`config.mk`:
```
export PLATFORM = sky130hd
export DESIGN_NAME = legacy_io_hole_address_decoder
export DESIGN_NICKNAME = d
export VERILOG_FILES = /design/src/logic/hole_decode_pkg.sv /design/src/logic/range_match.sv /design/src/logic/legacy_io_hole_address_decoder.sv
export VERILOG_INCLUDE_DIRS = /design/src /design/src/logic
export SDC_FILE = /design/constraint.sdc
export NUM_CORES = 1
export LEC_CHECK = 0
export BUFFER_PORTS_ARGS = -buffer_cell sky130_fd_sc_hd__buf_2
export CAP_MARGIN = 30
export CORE_ASPECT_RATIO = 0.7
export CORE_MARGIN = 10
export CORE_UTILIZATION = 45
export CTS_CLUSTER_DIAMETER = 100
export DETAILED_ROUTE_END_ITERATION = 8
export GPL_TIMING_DRIVEN = 0
export PLACE_DENSITY = 0.69
export REMOVE_ABC_BUFFERS = 1
export SLEW_MARGIN = 20
export SYNTH_ARGS = -nofsm -noshare
export SYNTH_HDL_FRONTEND = slang
export SYNTH_SLANG_ARGS = --single-unit
```
`constraint.sdc`:
```
create_clock -name mclk -period 10.8 [get_ports mclk]
set_input_delay 2.16 -clock mclk [delete_from_list [all_inputs] [get_ports mclk]]
set_output_delay 2.16 -clock mclk [all_outputs]
set_load 0.02 [all_outputs]
```
`src/logic/hole_decode_cfg.svh`:
```
// Constants for the legacy hole and low I/O hole decoder.
// Assumes inclusion by the package and the decoder files.
`ifndef HOLE_DECODE_CFG_SVH
`define HOLE_DECODE_CFG_SVH
`define BIOS_LO 32'h000C_0000
`define BIOS_HI 32'h000F_FFFF
`define DISP_MEM_LO 32'h000A_0000
`define DISP_MEM_HI 32'h000B_FFFF
`define DISP_IO_LO 10'h3B0
`define DISP_IO_HI 10'h3DF
`define CFG_LO 32'hFED0_0000
`define CFG_HI 32'hFEDF_FFFF
`define INTMSG_LO 32'hFEE0_0000
`define INTMSG_HI 32'hFEEF_FFFF
`define FW_LO 32'hFF00_0000
`define GUEST_CFG_SIZE 32'h0002_0000
`define GUEST_SLICE_LSB 13
`define FW_SMALL_MAX 7'h10
`define ADDR_A_BIOS_WP 8'h00
`define ADDR_A_DISP 8'h04
`define ADDR_A_DIST_LO 8'h08
`define ADDR_A_DIST_HI 8'h0C
`define ADDR_A_DIST_LSB 8'h10
`define ADDR_A_DIR0_LO 8'h14
`define ADDR_A_DIR0_HI 8'h18
`define ADDR_A_DIR0_ROPE 8'h1C
`define ADDR_A_DIR1_LO 8'h20
`define ADDR_A_DIR1_HI 8'h24
`define ADDR_A_DIR1_ROPE 8'h28
`define ADDR_A_WIDE 8'h2C
`define ADDR_A_GCFG 8'h30
`define ADDR_A_FWHUB 8'h34
`define ADDR_A_STATUS 8'h38
`endif

```
`src/logic/hole_decode_pkg.sv`:
```
// Types for the hole decoder.
// Assumes the cfg header is on the include path.
`include "hole_decode_cfg.svh"
package hole_decode_pkg;
	typedef enum logic [7:0] {
		TGT_NONE = 8'h01,
		TGT_MEM = 8'h02,
		TGT_ROPE = 8'h04,
		TGT_CFG = 8'h08,
		TGT_GUEST_CFG = 8'h10,
		TGT_FW_HUB = 8'h20,
		TGT_DROP = 8'h40,
		TGT_REJECT = 8'h80
	} target_t;
endpackage

```
`src/logic/range_match.sv`:
```
// Inclusive range comparator, one per directed window.
// Assumes lo and hi come from configuration registers.
`timescale 1ns/10ps
module range_match (
	input wire logic en,
	input wire logic [31:0] addr,
	input wire logic [31:0] lo,
	input wire logic [31:0] hi,
	output logic hit
);
	assign hit = en && (addr >= lo) && (addr <= hi);
endmodule

```
`src/logic/legacy_io_hole_address_decoder.sv`:
```
// Legacy compatibility hole and low I/O hole address decoder.
// Assumes one request a cycle from the processor bus front end.
// Overview of operation
// [RQ1] Write lock: BIOS range reads pass, writes drop
// [RQ2] Unlocked: BIOS range reads and writes to memory
// [RQ3] Controller never claims 768K to 1M; the decoder raises claim there, with target TGT_MEM or TGT_DROP
// [RQ4] Display enable bit gates display claim
// [RQ5] Display memory A0000-BFFFF, ports 3B0-3DF
// [RQ6] Display traffic goes to display route rope
// [RQ7] Aliases claimed ignoring upper six port bits
// [RQ8] Alias suppress bit stops alias forwarding
// [RQ9] Distributed window split into eight portions
// [RQ10] Two directed windows, each one rope
// [RQ11] Directed window beats distributed window
// [RQ12] Wide rope takes partner ropes' portions
// [RQ13] Configuration space beats low MMIO windows
// [RQ14] Guest config window 128K, 8K slices
// [RQ15] Interrupt message space not claimed
// [RQ16] Guest turns message writes into interrupts
// [RQ17] Guest peer access per forward bits
// [RQ18] Firmware space to hub or rope 0
// [RQ19] Without hub firmware requests 16 bytes max
// [RQ20] Unmatched hole addresses stay unclaimed
//
// Added by the designer: the placing of the registers and the address-and-strobe port.
`timescale 1ns/10ps
`include "hole_decode_cfg.svh"
module legacy_io_hole_address_decoder
	import hole_decode_pkg::*;
(
	input wire logic mclk,
	input wire logic sys_rst,
	input wire logic [7:0] reg_addr,
	input wire logic [31:0] reg_wdata,
	input wire logic reg_wr,
	input wire logic reg_rd,
	output logic [31:0] reg_rdata,
	input wire logic req_valid,
	input wire logic req_io,
	input wire logic req_write,
	input wire logic [31:0] req_addr,
	input wire logic [6:0] req_len,
	output logic claim,
	output target_t target,
	output logic [2:0] rope,
	output logic [3:0] guest_slice,
	output logic [31:0] fwd_addr
);
	logic bios_wp;
	logic disp_en;
	logic alias_sup;
	logic [2:0] disp_rope;
	logic [31:0] dist_lo;
	logic [31:0] dist_hi;
	logic [4:0] dist_lsb;
	logic [31:0] dir0_lo;
	logic [31:0] dir0_hi;
	logic [3:0] dir0_rope;
	logic [31:0] dir1_lo;
	logic [31:0] dir1_hi;
	logic [3:0] dir1_rope;
	logic [7:0] wide;
	logic [31:0] gcfg_base;
	logic gcfg_en;
	logic fw_hub;
	logic [31:0] rdata_mux;
	logic [7:0] claim_count;
	logic [7:0] drop_count;

	// Register writes
	always_ff @(posedge mclk or posedge sys_rst) begin
		if (sys_rst) begin
			bios_wp <= 1'b0;
			disp_en <= 1'b0;
			alias_sup <= 1'b0;
			disp_rope <= 3'h0;
			dist_lo <= 32'h0000_0000;
			dist_hi <= 32'h0000_0000;
			dist_lsb <= 5'h00;
			dir0_lo <= 32'h0000_0000;
			dir0_hi <= 32'h0000_0000;
			dir0_rope <= 4'h0;
			dir1_lo <= 32'h0000_0000;
			dir1_hi <= 32'h0000_0000;
			dir1_rope <= 4'h0;
			wide <= 8'h00;
			gcfg_base <= 32'h0000_0000;
			gcfg_en <= 1'b0;
			fw_hub <= 1'b0;
		end else if (reg_wr) begin
			unique case (reg_addr)
				`ADDR_A_BIOS_WP: bios_wp <= reg_wdata[0];
				`ADDR_A_DISP: begin
					disp_en <= reg_wdata[0];
					alias_sup <= reg_wdata[1];
					disp_rope <= reg_wdata[6:4];
				end
				`ADDR_A_DIST_LO: dist_lo <= reg_wdata;
				`ADDR_A_DIST_HI: dist_hi <= reg_wdata;
				`ADDR_A_DIST_LSB: dist_lsb <= reg_wdata[4:0];
				`ADDR_A_DIR0_LO: dir0_lo <= reg_wdata;
				`ADDR_A_DIR0_HI: dir0_hi <= reg_wdata;
				`ADDR_A_DIR0_ROPE: dir0_rope <= reg_wdata[3:0];
				`ADDR_A_DIR1_LO: dir1_lo <= reg_wdata;
				`ADDR_A_DIR1_HI: dir1_hi <= reg_wdata;
				`ADDR_A_DIR1_ROPE: dir1_rope <= reg_wdata[3:0];
				`ADDR_A_WIDE: wide <= reg_wdata[7:0];
				`ADDR_A_GCFG: begin
					gcfg_en <= reg_wdata[0];
					gcfg_base <= {reg_wdata[31:17], 17'h0_0000};
				end
				`ADDR_A_FWHUB: fw_hub <= reg_wdata[0];
				default: ;
			endcase
		end
	end

	// Read mux; bit 3 of a directed rope word is its enable
	assign rdata_mux =
		(reg_addr == `ADDR_A_BIOS_WP) ? {31'h0, bios_wp} :
		(reg_addr == `ADDR_A_DISP) ?
			{25'h0, disp_rope, 2'h0, alias_sup, disp_en} :
		(reg_addr == `ADDR_A_DIST_LO) ? dist_lo :
		(reg_addr == `ADDR_A_DIST_HI) ? dist_hi :
		(reg_addr == `ADDR_A_DIST_LSB) ? {27'h0, dist_lsb} :
		(reg_addr == `ADDR_A_DIR0_LO) ? dir0_lo :
		(reg_addr == `ADDR_A_DIR0_HI) ? dir0_hi :
		(reg_addr == `ADDR_A_DIR0_ROPE) ? {28'h0, dir0_rope} :
		(reg_addr == `ADDR_A_DIR1_LO) ? dir1_lo :
		(reg_addr == `ADDR_A_DIR1_HI) ? dir1_hi :
		(reg_addr == `ADDR_A_DIR1_ROPE) ? {28'h0, dir1_rope} :
		(reg_addr == `ADDR_A_WIDE) ? {24'h0, wide} :
		(reg_addr == `ADDR_A_GCFG) ? {gcfg_base[31:1], gcfg_en} :
		(reg_addr == `ADDR_A_FWHUB) ? {31'h0, fw_hub} :
		(reg_addr == `ADDR_A_STATUS) ?
			{16'h0, drop_count, claim_count} :
		32'h0000_0000;

	always_ff @(posedge mclk or posedge sys_rst) begin
		if (sys_rst) begin
			reg_rdata <= 32'h0000_0000;
		end else begin
			reg_rdata <= reg_rd ? rdata_mux : 32'h0000_0000;
		end
	end

	// Memory space windows
	wire is_mem = req_valid && !req_io;
	wire in_bios = is_mem && req_addr >= `BIOS_LO && req_addr <= `BIOS_HI;
	wire in_disp_mem = is_mem && req_addr >= `DISP_MEM_LO &&
		req_addr <= `DISP_MEM_HI;
	wire in_cfg = is_mem && req_addr >= `CFG_LO && req_addr <= `CFG_HI;
	wire in_intmsg = is_mem && req_addr >= `INTMSG_LO &&
		req_addr <= `INTMSG_HI;
	wire in_fw = is_mem && req_addr >= `FW_LO;
	// Base is 128K aligned; a bit match cannot wrap at the top of memory
	wire in_gcfg = is_mem && gcfg_en &&
		req_addr[31:17] == gcfg_base[31:17];
	wire [31:0] gcfg_off = req_addr - gcfg_base;

	// Display ports: low ten bits decoded, upper six ignored unless alias_sup is set
	wire is_io = req_valid && req_io;
	wire [9:0] port10 = req_addr[9:0];
	wire port_hit = port10 >= `DISP_IO_LO && port10 <= `DISP_IO_HI;
	wire port_base = req_addr[15:10] == 6'h00;
	wire disp_io = is_io && port_hit &&
		(port_base || !alias_sup); // [RQ7] [RQ8]

	// Directed and distributed low MMIO
	logic dir0_hit;
	logic dir1_hit;
	range_match u_dir0 (
		.en(is_mem && dir0_rope[3]),
		.addr(req_addr),
		.lo(dir0_lo),
		.hi(dir0_hi),
		.hit(dir0_hit)
	);
	range_match u_dir1 (
		.en(is_mem && dir1_rope[3]),
		.addr(req_addr),
		.lo(dir1_lo),
		.hi(dir1_hi),
		.hit(dir1_hit)
	);
	wire dist_hit = is_mem && dist_hi > dist_lo &&
		req_addr >= dist_lo && req_addr <= dist_hi;
	wire [31:0] dist_off = req_addr - dist_lo;
	wire [31:0] dist_sh = dist_off >> dist_lsb;
	wire [2:0] dist_raw = dist_sh[2:0]; // [RQ9]
	// Wide ropes: bit n set folds rope n onto its even partner
	wire [2:0] dist_rope = wide[dist_raw] ?
		{dist_raw[2:1], 1'b0} : dist_raw; // [RQ12]
	wire fw_ok = fw_hub || (req_len <= `FW_SMALL_MAX);

	// Priority decode, highest first
	target_t next_target;
	logic [2:0] next_rope;
	always_comb begin
		next_target = TGT_NONE; // [RQ20]
		next_rope = 3'h0;
		if (in_bios) begin
			// Writes swallowed while locked, still answered
			next_target = (req_write && bios_wp) ?
				TGT_DROP : TGT_MEM; // [RQ1] [RQ2] [RQ3]
		end else if (in_disp_mem || disp_io) begin
			if (disp_en) begin
				next_target = TGT_ROPE; // [RQ4] [RQ5]
				next_rope = disp_rope; // [RQ6]
			end
		end else if (in_cfg) begin
			next_target = TGT_CFG; // [RQ13]
		end else if (in_gcfg) begin
			next_target = TGT_GUEST_CFG; // [RQ14]
		end else if (in_intmsg) begin
			next_target = TGT_NONE; // [RQ15]
		end else if (in_fw) begin
			if (!fw_ok) begin
				next_target = TGT_REJECT; // [RQ19]
			end else if (fw_hub) begin
				next_target = TGT_FW_HUB; // [RQ18]
			end else begin
				next_target = TGT_ROPE;
				next_rope = 3'h0;
			end
		end else if (dir0_hit) begin
			next_target = TGT_ROPE; // [RQ10] [RQ11]
			next_rope = dir0_rope[2:0];
		end else if (dir1_hit) begin
			next_target = TGT_ROPE;
			next_rope = dir1_rope[2:0];
		end else if (dist_hit) begin
			next_target = TGT_ROPE;
			next_rope = dist_rope;
		end
	end

	wire next_claim = next_target != TGT_NONE;

	always_ff @(posedge mclk or posedge sys_rst) begin
		if (sys_rst) begin
			claim <= 1'b0;
			target <= TGT_NONE;
			rope <= 3'h0;
			guest_slice <= 4'h0;
			fwd_addr <= 32'h0000_0000;
		end else begin
			claim <= next_claim;
			target <= next_target;
			rope <= next_rope;
			guest_slice <= gcfg_off[`GUEST_SLICE_LSB+3:`GUEST_SLICE_LSB];
			fwd_addr <= req_addr; // [RQ7]
		end
	end

	// Statistics for software, saturating
	always_ff @(posedge mclk or posedge sys_rst) begin
		if (sys_rst) begin
			claim_count <= 8'h00;
			drop_count <= 8'h00;
		end else begin
			if (next_claim && claim_count != 8'hFF)
				claim_count <= claim_count + 8'h01;
			if (next_target == TGT_DROP && drop_count != 8'hFF)
				drop_count <= drop_count + 8'h01;
		end
	end

	property p_bios_drop;
		@(posedge mclk) disable iff (sys_rst)
		(in_bios && req_write && bios_wp) |=> target == TGT_DROP;
	endproperty
	a_bios_drop: assert property (p_bios_drop) else $error("lock write"); // [RQ1]
	property p_bios_open;
		@(posedge mclk) disable iff (sys_rst)
		(in_bios && !bios_wp) |=> target == TGT_MEM;
	endproperty
	a_bios_open: assert property (p_bios_open) else $error("bios open"); // [RQ2]
	property p_disp_off;
		@(posedge mclk) disable iff (sys_rst)
		(in_disp_mem && !disp_en) |=> !claim;
	endproperty
	a_disp_off: assert property (p_disp_off) else $error("disp off"); // [RQ4]
	property p_disp_rope;
		@(posedge mclk) disable iff (sys_rst)
		(disp_io && disp_en) |=> (rope == $past(disp_rope));
	endproperty
	a_disp_rope: assert property (p_disp_rope) else $error("disp rope"); // [RQ6]
	property p_alias;
		@(posedge mclk) disable iff (sys_rst)
		(is_io && port_hit && !port_base && alias_sup) |=> !claim;
	endproperty
	a_alias: assert property (p_alias) else $error("alias leak"); // [RQ8]
	property p_cfg;
		@(posedge mclk) disable iff (sys_rst)
		(in_cfg && (dir0_hit || dir1_hit || dist_hit)) |=>
		target == TGT_CFG;
	endproperty
	a_cfg: assert property (p_cfg) else $error("cfg prio"); // [RQ13]
	property p_dir;
		@(posedge mclk) disable iff (sys_rst)
		(dir0_hit && dist_hit && !in_cfg && !in_gcfg && !in_fw &&
		!in_intmsg && !in_bios && !in_disp_mem) |=>
		rope == $past(dir0_rope[2:0]);
	endproperty
	a_dir: assert property (p_dir) else $error("dir prio"); // [RQ11]
	property p_intmsg;
		@(posedge mclk) disable iff (sys_rst)
		(in_intmsg && !in_gcfg) |=> !claim;
	endproperty
	a_intmsg: assert property (p_intmsg) else $error("intmsg"); // [RQ15]
	property p_fw;
		@(posedge mclk) disable iff (sys_rst)
		(in_fw && !in_gcfg && !fw_hub && req_len > `FW_SMALL_MAX) |=>
		target == TGT_REJECT;
	endproperty
	a_fw: assert property (p_fw) else $error("fw size"); // [RQ19]
	property p_bios_mem;
		@(posedge mclk) disable iff (sys_rst)
		in_bios |=> (target == TGT_MEM || target == TGT_DROP);
	endproperty
	a_bios_mem: assert property (p_bios_mem) else $error("bios rope"); // [RQ3]
	property p_fwd;
		@(posedge mclk) disable iff (sys_rst)
		req_valid |=> fwd_addr == $past(req_addr);
	endproperty
	a_fwd: assert property (p_fwd) else $error("fwd addr"); // [RQ7]
	property p_fw_hub;
		@(posedge mclk) disable iff (sys_rst)
		(in_fw && !in_gcfg && fw_hub) |=> target == TGT_FW_HUB;
	endproperty
	a_fw_hub: assert property (p_fw_hub) else $error("fw hub"); // [RQ18]
	property p_gcfg;
		@(posedge mclk) disable iff (sys_rst)
		(in_gcfg && !in_bios && !in_disp_mem && !in_cfg) |=>
		target == TGT_GUEST_CFG;
	endproperty
	a_gcfg: assert property (p_gcfg) else $error("guest cfg"); // [RQ14]
	property p_cv_disp;
		@(posedge mclk) disable iff (sys_rst)
		disp_io && disp_en;
	endproperty
	c_disp: cover property (p_cv_disp);
	property p_cv_dist;
		@(posedge mclk) disable iff (sys_rst)
		dist_hit && wide[dist_raw];
	endproperty
	c_dist: cover property (p_cv_dist);
	property p_cv_fw;
		@(posedge mclk) disable iff (sys_rst)
		in_fw && fw_hub;
	endproperty
	c_fw: cover property (p_cv_fw);
	property p_cv_dir;
		@(posedge mclk) disable iff (sys_rst)
		dir0_hit && dist_hit;
	endproperty
	c_dir: cover property (p_cv_dir);
endmodule

```
==> results.sh, run 1 <==
export IMPL_run_status="finished clean"
export IMPL_sequential_cell_area_mm2=0.00821
export IMPL_post_synthesis_instance_area_mm2=0.0216
export IMPL_number_of_buffers_between_clock_root_and_the_deepest_sink=3
export IMPL_clkLatencyLatePin_ns=0.56
export IMPL_cpPeakStageDelay_ns=0.44
export IMPL_globalRouteMet3Util_pct=7.73
export IMPL_fill_cells=4249
export IMPL_via_density=6.26
export IMPL_synth_yosys_seq_area_share_pct=37.9
export IMPL_critical_path_at_ns=7.17
export IMPL_worst_case_setup_slack_after_placement_ns=3.65
export IMPL_share_comb_of_total_power_pct=17.8
export IMPL_cell_area_power_density_mw_per_mm2=129
export IMPL_clock_sink_count=328
export IMPL_startpoint="req_addr[0]"
export IMPL_post_synth_top_area_cell="dfrtp_1"
export IMPL_htree_num_levels=2
export IMPL_initial_util_pct=45.4
export IMPL_synth_cell_type_count=76
export IMPL_design_core_area_mm2=0.0477
export IMPL_seq_power_share_pct=42.0
export IMPL_groute_layer_met1_usage_pct=37.4
export IMPL_multi_input_area_mm2=0.0123
export IMPL_cap_violations=0
export IMPL_synth_top_cell_area_share_pct=37.8
export IMPL_maxSlewHeadroom_pct=33.0
export IMPL_area_growth_synth_to_final_pct=13.9
export IMPL_synthTopCellsByArea="dfrtp_1 38%, ha_1 13%, mux2_2 13%, inv_1 3.7%, nand2_1 2.4%"
export IMPL_critical_path_peak_fanout=7
export IMPL_timing_final_setup_violations=0
export IMPL_drt_total_wl_um=75600
export IMPL_synthesis_area_per_instance_um2=9.94
export IMPL_fp_row_count=67
export IMPL_post_cts_resized_instances=0
export IMPL_groute_usage_overall_pct=25.8
export IMPL_hold_viol=0
export IMPL_rsz0062_at_grt="false"
export IMPL_grt_start_max_net_pins=106
export IMPL_worst_setup_path_start_kind="input pin"
export IMPL_crit_required_ns=11.24
export IMPL_postSynth_topFlopCell="dfrtp_1"
export IMPL_power_ir_vdd_worst_mv=0.0868
export IMPL_skew_ns=0.0314
export IMPL_setup_tns_final_ns=0
export IMPL_drt_wirelength_per_cell_um=25.6
export IMPL_p_int_mw=2.24
export IMPL_grt_busiest_layer="met1"
export IMPL_via_count_of_the_first_global_routing_pass=18700
export IMPL_fp_dieH_um=203
export IMPL_period_share_pct=62.4
export IMPL_total_via_count_in_the_routed_design=18500
export IMPL_tightest_slew_ns=1.01
export IMPL_cts_hold_buffers_added=0
export IMPL_hold_class="reg -> reg"
export IMPL_power_switching_mw=0.942
export IMPL_crit_cells=16
export IMPL_final_critical_path_setup_slack_ns=4.06
export IMPL_drt_pass1_iterations=7
export IMPL_worst_path_dominant_cell_family="compound AO/OA/AOI/OAI gates"
export IMPL_criticalPathCategory="in -> reg"
export IMPL_grt_antenna_before_repair=2
export IMPL_power_share_switching_pct=29.6
export IMPL_globalRouteMet2Util_pct=37.0
export IMPL_postSynthRegisterBits=328
export IMPL_grt_first_pass_wirelength_um=114000
export IMPL_yosysWarningCount=0
export IMPL_async_flop_share_pct=100
export IMPL_leakagePower_nw=11.5
export IMPL_worstRegToRegCells=14
export IMPL_number_of_enable_type_register_cells_in_the_synthesized_netlist=0
export IMPL_io_buffer_count=165
export IMPL_critical_path_top_cell_by_count="o2111ai_1"
export IMPL_drv_slew=0
export IMPL_setup_reg_to_reg_worst_slack_ns=5.65
export IMPL_reg2reg_from="dist_lo[0]$_DFFE_PP0P_"
export IMPL_clock_transition_time_at_the_flip_flop_clock_pins_of_the_worst_setup_and_hold_paths_ns=0.07
export IMPL_drc=0
export IMPL_regToRegEndpoint="rope[0]$_DFF_PP0_"
export IMPL_place_congestion=0.964
export IMPL_critPathBufInv=2
export IMPL_clock_fmax_mhz=148
export IMPL_crit_end="rope[0]$_DFF_PP0_"
export IMPL_cts_setup_buffers=0
export IMPL_critical_path_slowest_cell="a31oi_1"
export IMPL_cts_made_buffers=35
export IMPL_fin_crit_ns=6.74
export IMPL_finish_net_count=2626
export IMPL_netlist_instances=2177
export IMPL_die_width_um=282
export IMPL_clock_root_buffer="clkbuf_16"
export IMPL_insertedDiodeCount=0
export IMPL_worstPathCellList="buf_2, inv_1, ha_1, fa_1, nand2b_1, a211oi_2, o2111ai_1, a31oi_1, xor2_1, o2111ai_1, a221o_1, o311ai_1, o311a_1, mux2_1, or3_1, a311oi_2"
export IMPL_dieArea_mm2=0.0574
export IMPL_hpwlAfterDp_um=57600
export IMPL_critPathCaptureType="flip-flop"
export IMPL_tritoncts="built"
export IMPL_final_layout_size_suffix_gt1_share_pct=22.9
export IMPL_clock_power_share_pct=40.3
export IMPL_ios=166
export IMPL_drt_antenna_violating_nets=0
export IMPL_initialDrtViolationCount=1978
export IMPL_overflow=0
[worst min-delay path by stage]
stage                                      start                     end  slack, ns  cells after the start
after floorplan              bios_wp$_DFFE_PP0P_     target[1]$_DFF_PP0_       0.46                      1
after global placement       wide[0]$_DFFE_PP0P_     wide[0]$_DFFE_PP0P_       0.48                      1
after detailed placement     wide[0]$_DFFE_PP0P_     wide[0]$_DFFE_PP0P_       0.49                      1
after CTS                    wide[0]$_DFFE_PP0P_     wide[0]$_DFFE_PP0P_       0.51                      1
after global routing      dir0_hi[2]$_DFFE_PP0P_  dir0_hi[2]$_DFFE_PP0P_       0.52                      1
final                     dist_lo[6]$_DFFE_PP0P_  dist_lo[6]$_DFFE_PP0P_       0.51                      1
[cells by family after synthesis]
| kind of cell | share of synthesized area, % |
|---|---|
| simple gates | 10.7 |
| fa+ha+maj | 13.2 |
| mux | 13.8 |
| xor+xnor | 2.23 |
| buf+inv | 5.52 |
| flops | 37.9 |
| compound gates | 16.7 |
[layer usage]
metal / vias up / part of all wire, % / routed length [um]
li1: 8234 / - / -
met1: 9288 / 45 / 34300
met2: 875 / 41 / 31100
met3: 132 / 11 / 8520
met4: 0 / 2.1 / 1630
met5: - / 0 / 0
[final cells by class]
| type | count | area share [%] |
|---|---|---|
| multi-input cells | 1540 | 50.1 |
| clock inverters | 17 | 0.868 |
| clock buffers | 46 | 4.01 |
| flip-flops and latches | 328 | 33.3 |
| well taps | 621 | 3.15 |
| inverters | 215 | 3.30 |
| repair buffers | 192 | 5.25 |
[stage by stage]
stage                     hold slack (ns)  power [mW]  cell area, um2  std cells  util, %
after floorplan                     0.457        1.69           21300       2083        -
after global placement              0.483        1.88           22900       2869     47.9
after detailed placement            0.491        1.91           23400       2894     49.1
after CTS                           0.506        3.19           24600       2957     51.6
after global routing                0.519        3.31           24600       2959     51.7
final                               0.507        3.18           24600       2959     51.7
[power groups by stage]
stage / Combinational (mW) / Sequential [mW] / Clock, mW
after floorplan: 0.337 / 1.35 / 0
after global placement: 0.525 / 1.36 / 0
after detailed placement: 0.552 / 1.36 / 0
after CTS: 0.555 / 1.33 / 1.30
after global routing: 0.623 / 1.34 / 1.35
final: 0.565 / 1.34 / 1.28
[Yosys cell counts (16+ instances only)]
cell	number
a21oi_1	103
nand2_1	139
nor2_1	116
nor2b_1	19
xor2_1	34
xnor2_1	21
inv_1	214
ha_1	227
nor3_1	26
o211ai_1	16
buf_1	23
a21o_1	57
nand4_1	58
o21ai_0	78
dfrtp_1	327
a221oi_1	33
a22o_1	24
nand3_1	43
mux2_2	243
a22oi_1	58
a211oi_1	19
clkbuf_1	56
[cells in the final DEF (no fill, tap or decap), types with 21 or more instances in the layout]
master,count
a21o_1,57
a21oi_1,103
a221oi_1,33
a22o_1,24
a22oi_1,58
buf_2,168
clkbuf_16,35
dfrtp_1,326
ha_1,227
inv_1,213
mux2_2,243
nand2_1,132
nand3_1,43
nand4_1,58
nor2_1,110
nor3_1,23
o21ai_0,78
xnor2_1,21
xor2_1,34
[state kept, by name, summed over array words and instances, names as in the netlist, 3 cells and up]
signal	count
dir0_rope	4
dir1_hi	32
dist_lo	32
dist_lsb	5
wide	8
dir1_rope	4
disp_rope	3
reg_rdata	32
dir0_lo	32
rope	3
fwd_addr	32
claim_count	8
dir0_hi	32
target	8
drop_count	8
dist_hi	32
gcfg_base	15
dir1_lo	32
Power figures use the tool's default switching activity.
==> run 2, diff against run 1 <==
--- a/config.mk
+++ b/config.mk
@@ -14,7 +14,7 @@
 export CTS_CLUSTER_DIAMETER = 100
 export DETAILED_ROUTE_END_ITERATION = 8
 export GPL_TIMING_DRIVEN = 0
-export PLACE_DENSITY = 0.69
+export PLACE_DENSITY = 0.67
 export REMOVE_ABC_BUFFERS = 1
 export SLEW_MARGIN = 20
 export SYNTH_ARGS = -nofsm -noshare
==> constraint.sdc (replaced) <==
create_clock -name mclk -period 6.6 [get_ports mclk]
set_input_delay 1.32 -clock mclk [delete_from_list [all_inputs] [get_ports mclk]]
set_output_delay 1.32 -clock mclk [all_outputs]
set_load 0.02 [all_outputs]
==> run 2 against run 1 <==
Global-route usage barely moved. Sequential power rose by 63%. Highest routed layer unchanged. Cell area barely moved. Sequential share of layout area barely moved. Flip-flop and latch count did not move. Worst setup slack got worse by 3.3 ns. Final cell count barely moved. Critical path depth did not move. Clock-buffer cell count rose by 2. Die area did not move. Register-to-register slack got worse by 4.1 ns. Routed wire length barely moved.
==> results.sh, run 2 (same netlist as run 1, synthesis figures left out) <==
export IMPL_run_status="finished clean"
export IMPL_fin_util_pct=51.7
export IMPL_clock_root_buffer="clkbuf_16"
export IMPL_drt_wirelength_per_cell_um=25.6
export IMPL_cap_violations=0
export IMPL_grt_start_max_net_pins=104
export IMPL_grt_first_pass_wirelength_um=114000
export IMPL_ios=166
export IMPL_fp_dieH_um=203
export IMPL_initial_util_pct=45.4
export IMPL_worst_case_setup_slack_after_placement_ns=0.353
export IMPL_critical_path_slowest_cell="o311ai_0"
export IMPL_whs_ns=0.508
export IMPL_maxSlewHeadroom_pct=27.1
export IMPL_via_density=6.30
export IMPL_timing_hold_worst_start="dir0_hi[2]$_DFFE_PP0P_"
export IMPL_criticalPathCategory="in -> reg"
export IMPL_multi_input_area_mm2=0.0123
export IMPL_drv_slew=0
export IMPL_drt_antenna_violating_nets=0
export IMPL_worst_path_dominant_cell_family="compound AO/OA/AOI/OAI gates"
export IMPL_place_congestion=0.972
export IMPL_critPathCaptureType="flip-flop"
export IMPL_skew_ns=0.0288
export IMPL_finish_net_count=2626
export IMPL_fill_cells=4342
export IMPL_fin_crit_ns=5.86
export IMPL_most_common_layout_cells="326 x dfrtp_1, 243 x mux2_2, 227 x ha_1"
export IMPL_grt_antenna_before_repair=0
export IMPL_period_share_pct=88.8
export IMPL_timing_final_setup_violations=0
export IMPL_cts_setup_buffers=0
export IMPL_clock_fmax_mhz=171
export IMPL_clock_transition_time_at_the_flip_flop_clock_pins_of_the_worst_setup_and_hold_paths_ns=0.06
export IMPL_hold_viol=0
export IMPL_number_of_buffers_between_clock_root_and_the_deepest_sink=3
export IMPL_tritoncts="built"
export IMPL_startpoint="req_addr[0]"
export IMPL_drt_total_wl_um=75700
export IMPL_critical_path_at_ns=6.30
export IMPL_area_growth_synth_to_final_pct=14.0
export IMPL_cts_hold_buffers_added=0
export IMPL_io_buffer_count=165
export IMPL_rsz0062_at_grt="false"
export IMPL_design_core_area_mm2=0.0477
export IMPL_hpwlAfterDp_um=57600
export IMPL_critical_path_peak_fanout=7
export IMPL_tightest_slew_ns=1.07
export IMPL_final_layout_size_suffix_gt1_share_pct=22.8
export IMPL_leakagePower_nw=11.5
export IMPL_reg2reg_from="dist_lo[0]$_DFFE_PP0P_"
export IMPL_cpPeakStageDelay_ns=0.57
export IMPL_initialDrtViolationCount=2184
export IMPL_via_count_of_the_first_global_routing_pass=18300
export IMPL_clkLatencyLatePin_ns=0.56
export IMPL_dieArea_mm2=0.0574
export IMPL_drc=0
export IMPL_insertedDiodeCount=0
export IMPL_sequential_cell_area_mm2=0.00821
export IMPL_clock_sink_count=328
export IMPL_overflow=0
export IMPL_cell_area_power_density_mw_per_mm2=212
export IMPL_hold_class="reg -> reg"
export IMPL_final_critical_path_setup_slack_ns=0.740
export IMPL_total_via_count_in_the_routed_design=18600
export IMPL_die_width_um=282
export IMPL_groute_usage_overall_pct=25.8
export IMPL_drt_pass1_iterations=6
export IMPL_power_ir_vdd_worst_mv=0.144
export IMPL_post_cts_resized_instances=0
export IMPL_worstPathCellList="buf_2, inv_1, ha_1, fa_1, nand2b_1, a211oi_2, o2111ai_1, a31oi_1, a21oi_1, xor2_1, o211a_1, o311ai_0, o311a_1, mux2_1, or3_1, a311oi_2"
export IMPL_final_common_cell="dfrtp_1"
export IMPL_cts_made_buffers=35
export IMPL_worst_setup_path_start_kind="input pin"
export IMPL_htree_num_levels=2
export IMPL_crit_required_ns=7.04
export IMPL_fp_row_count=67
export IMPL_critPathBufInv=2
-- run 2: per-layer routing --
| layer | wire, um | GRT usage, % | up-vias | share of wire [%] |
|---|---|---|---|---|
| met4 | 1580 | 5.80 | 0 | 2.1 |
| met5 | 0 | 0 | - | 0 |
| met1 | 35100 | 39.1 | 9408 | 46 |
| met3 | 7820 | 5.41 | 105 | 10 |
| met2 | 31100 | 36.9 | 902 | 41 |
| li1 | - | - | 8228 | - |
-- run 2: worst reg2reg max path, cell delays in order (launching register included) --
cell and delay, ns:
dfrtp_1 0.47, ha_1 0.24, fa_1 0.41, nand2b_1 0.19
a211oi_2 0.41, o2111ai_1 0.23, a31oi_1 0.45, a21oi_1 0.17
xor2_1 0.19, o211a_1 0.22, o311ai_0 0.57, o311a_1 0.44
mux2_1 0.37, or3_1 0.34, a311oi_2 0.28
-- run 2: metrics by stage --
step                TNS (ns)  instances  cell area, um2  power, mW
finish                     0       2958           24700       5.24
global route               0       2958           24700       5.45
CTS                        0       2958           24700       5.24
detailed placement         0       2896           23500       3.12
global placement    -2818.51       2869           22900       3.07
floorplan           -1244.26       2083           21300       2.76
-- run 2: final timing paths --
| path | to | slack [ns] | cells after the start |
|---|---|---|---|
| worst max-delay path | rope[0]$_DFF_PP0_ | 0.74 | 16 |
| worst min-delay path | dir0_hi[2]$_DFFE_PP0P_ | 0.51 | 1 |
| worst max register to register | rope[0]$_DFF_PP0_ | 1.52 | 14 |
| worst min register to register | dir0_hi[2]$_DFFE_PP0P_ | 0.51 | 1 |
| max in group asynchronous | target[0]$_DFF_PP1_ | 4.54 | 4 |
| min in group asynchronous | drop_count[1]$_DFFE_PP0P_ | 0.75 | 2 |
-- run 2: layout make-up --
cell class,instances,share of cell area [%]
clock buffer,48,4.16
clock inverter,14,0.781
inverter,215,3.30
multi-input combinational,1540,50.0
sequential,328,33.3
tap,621,3.15
timing repair buffer,192,5.30
-- run 2: report_power, final --
part	switching (mW)	total [mW]	internal, mW
registers	0.0870	2.19	2.10
clock network	0.880	2.13	1.25
logic	0.575	0.922	0.347
total	1.54	5.24	3.70
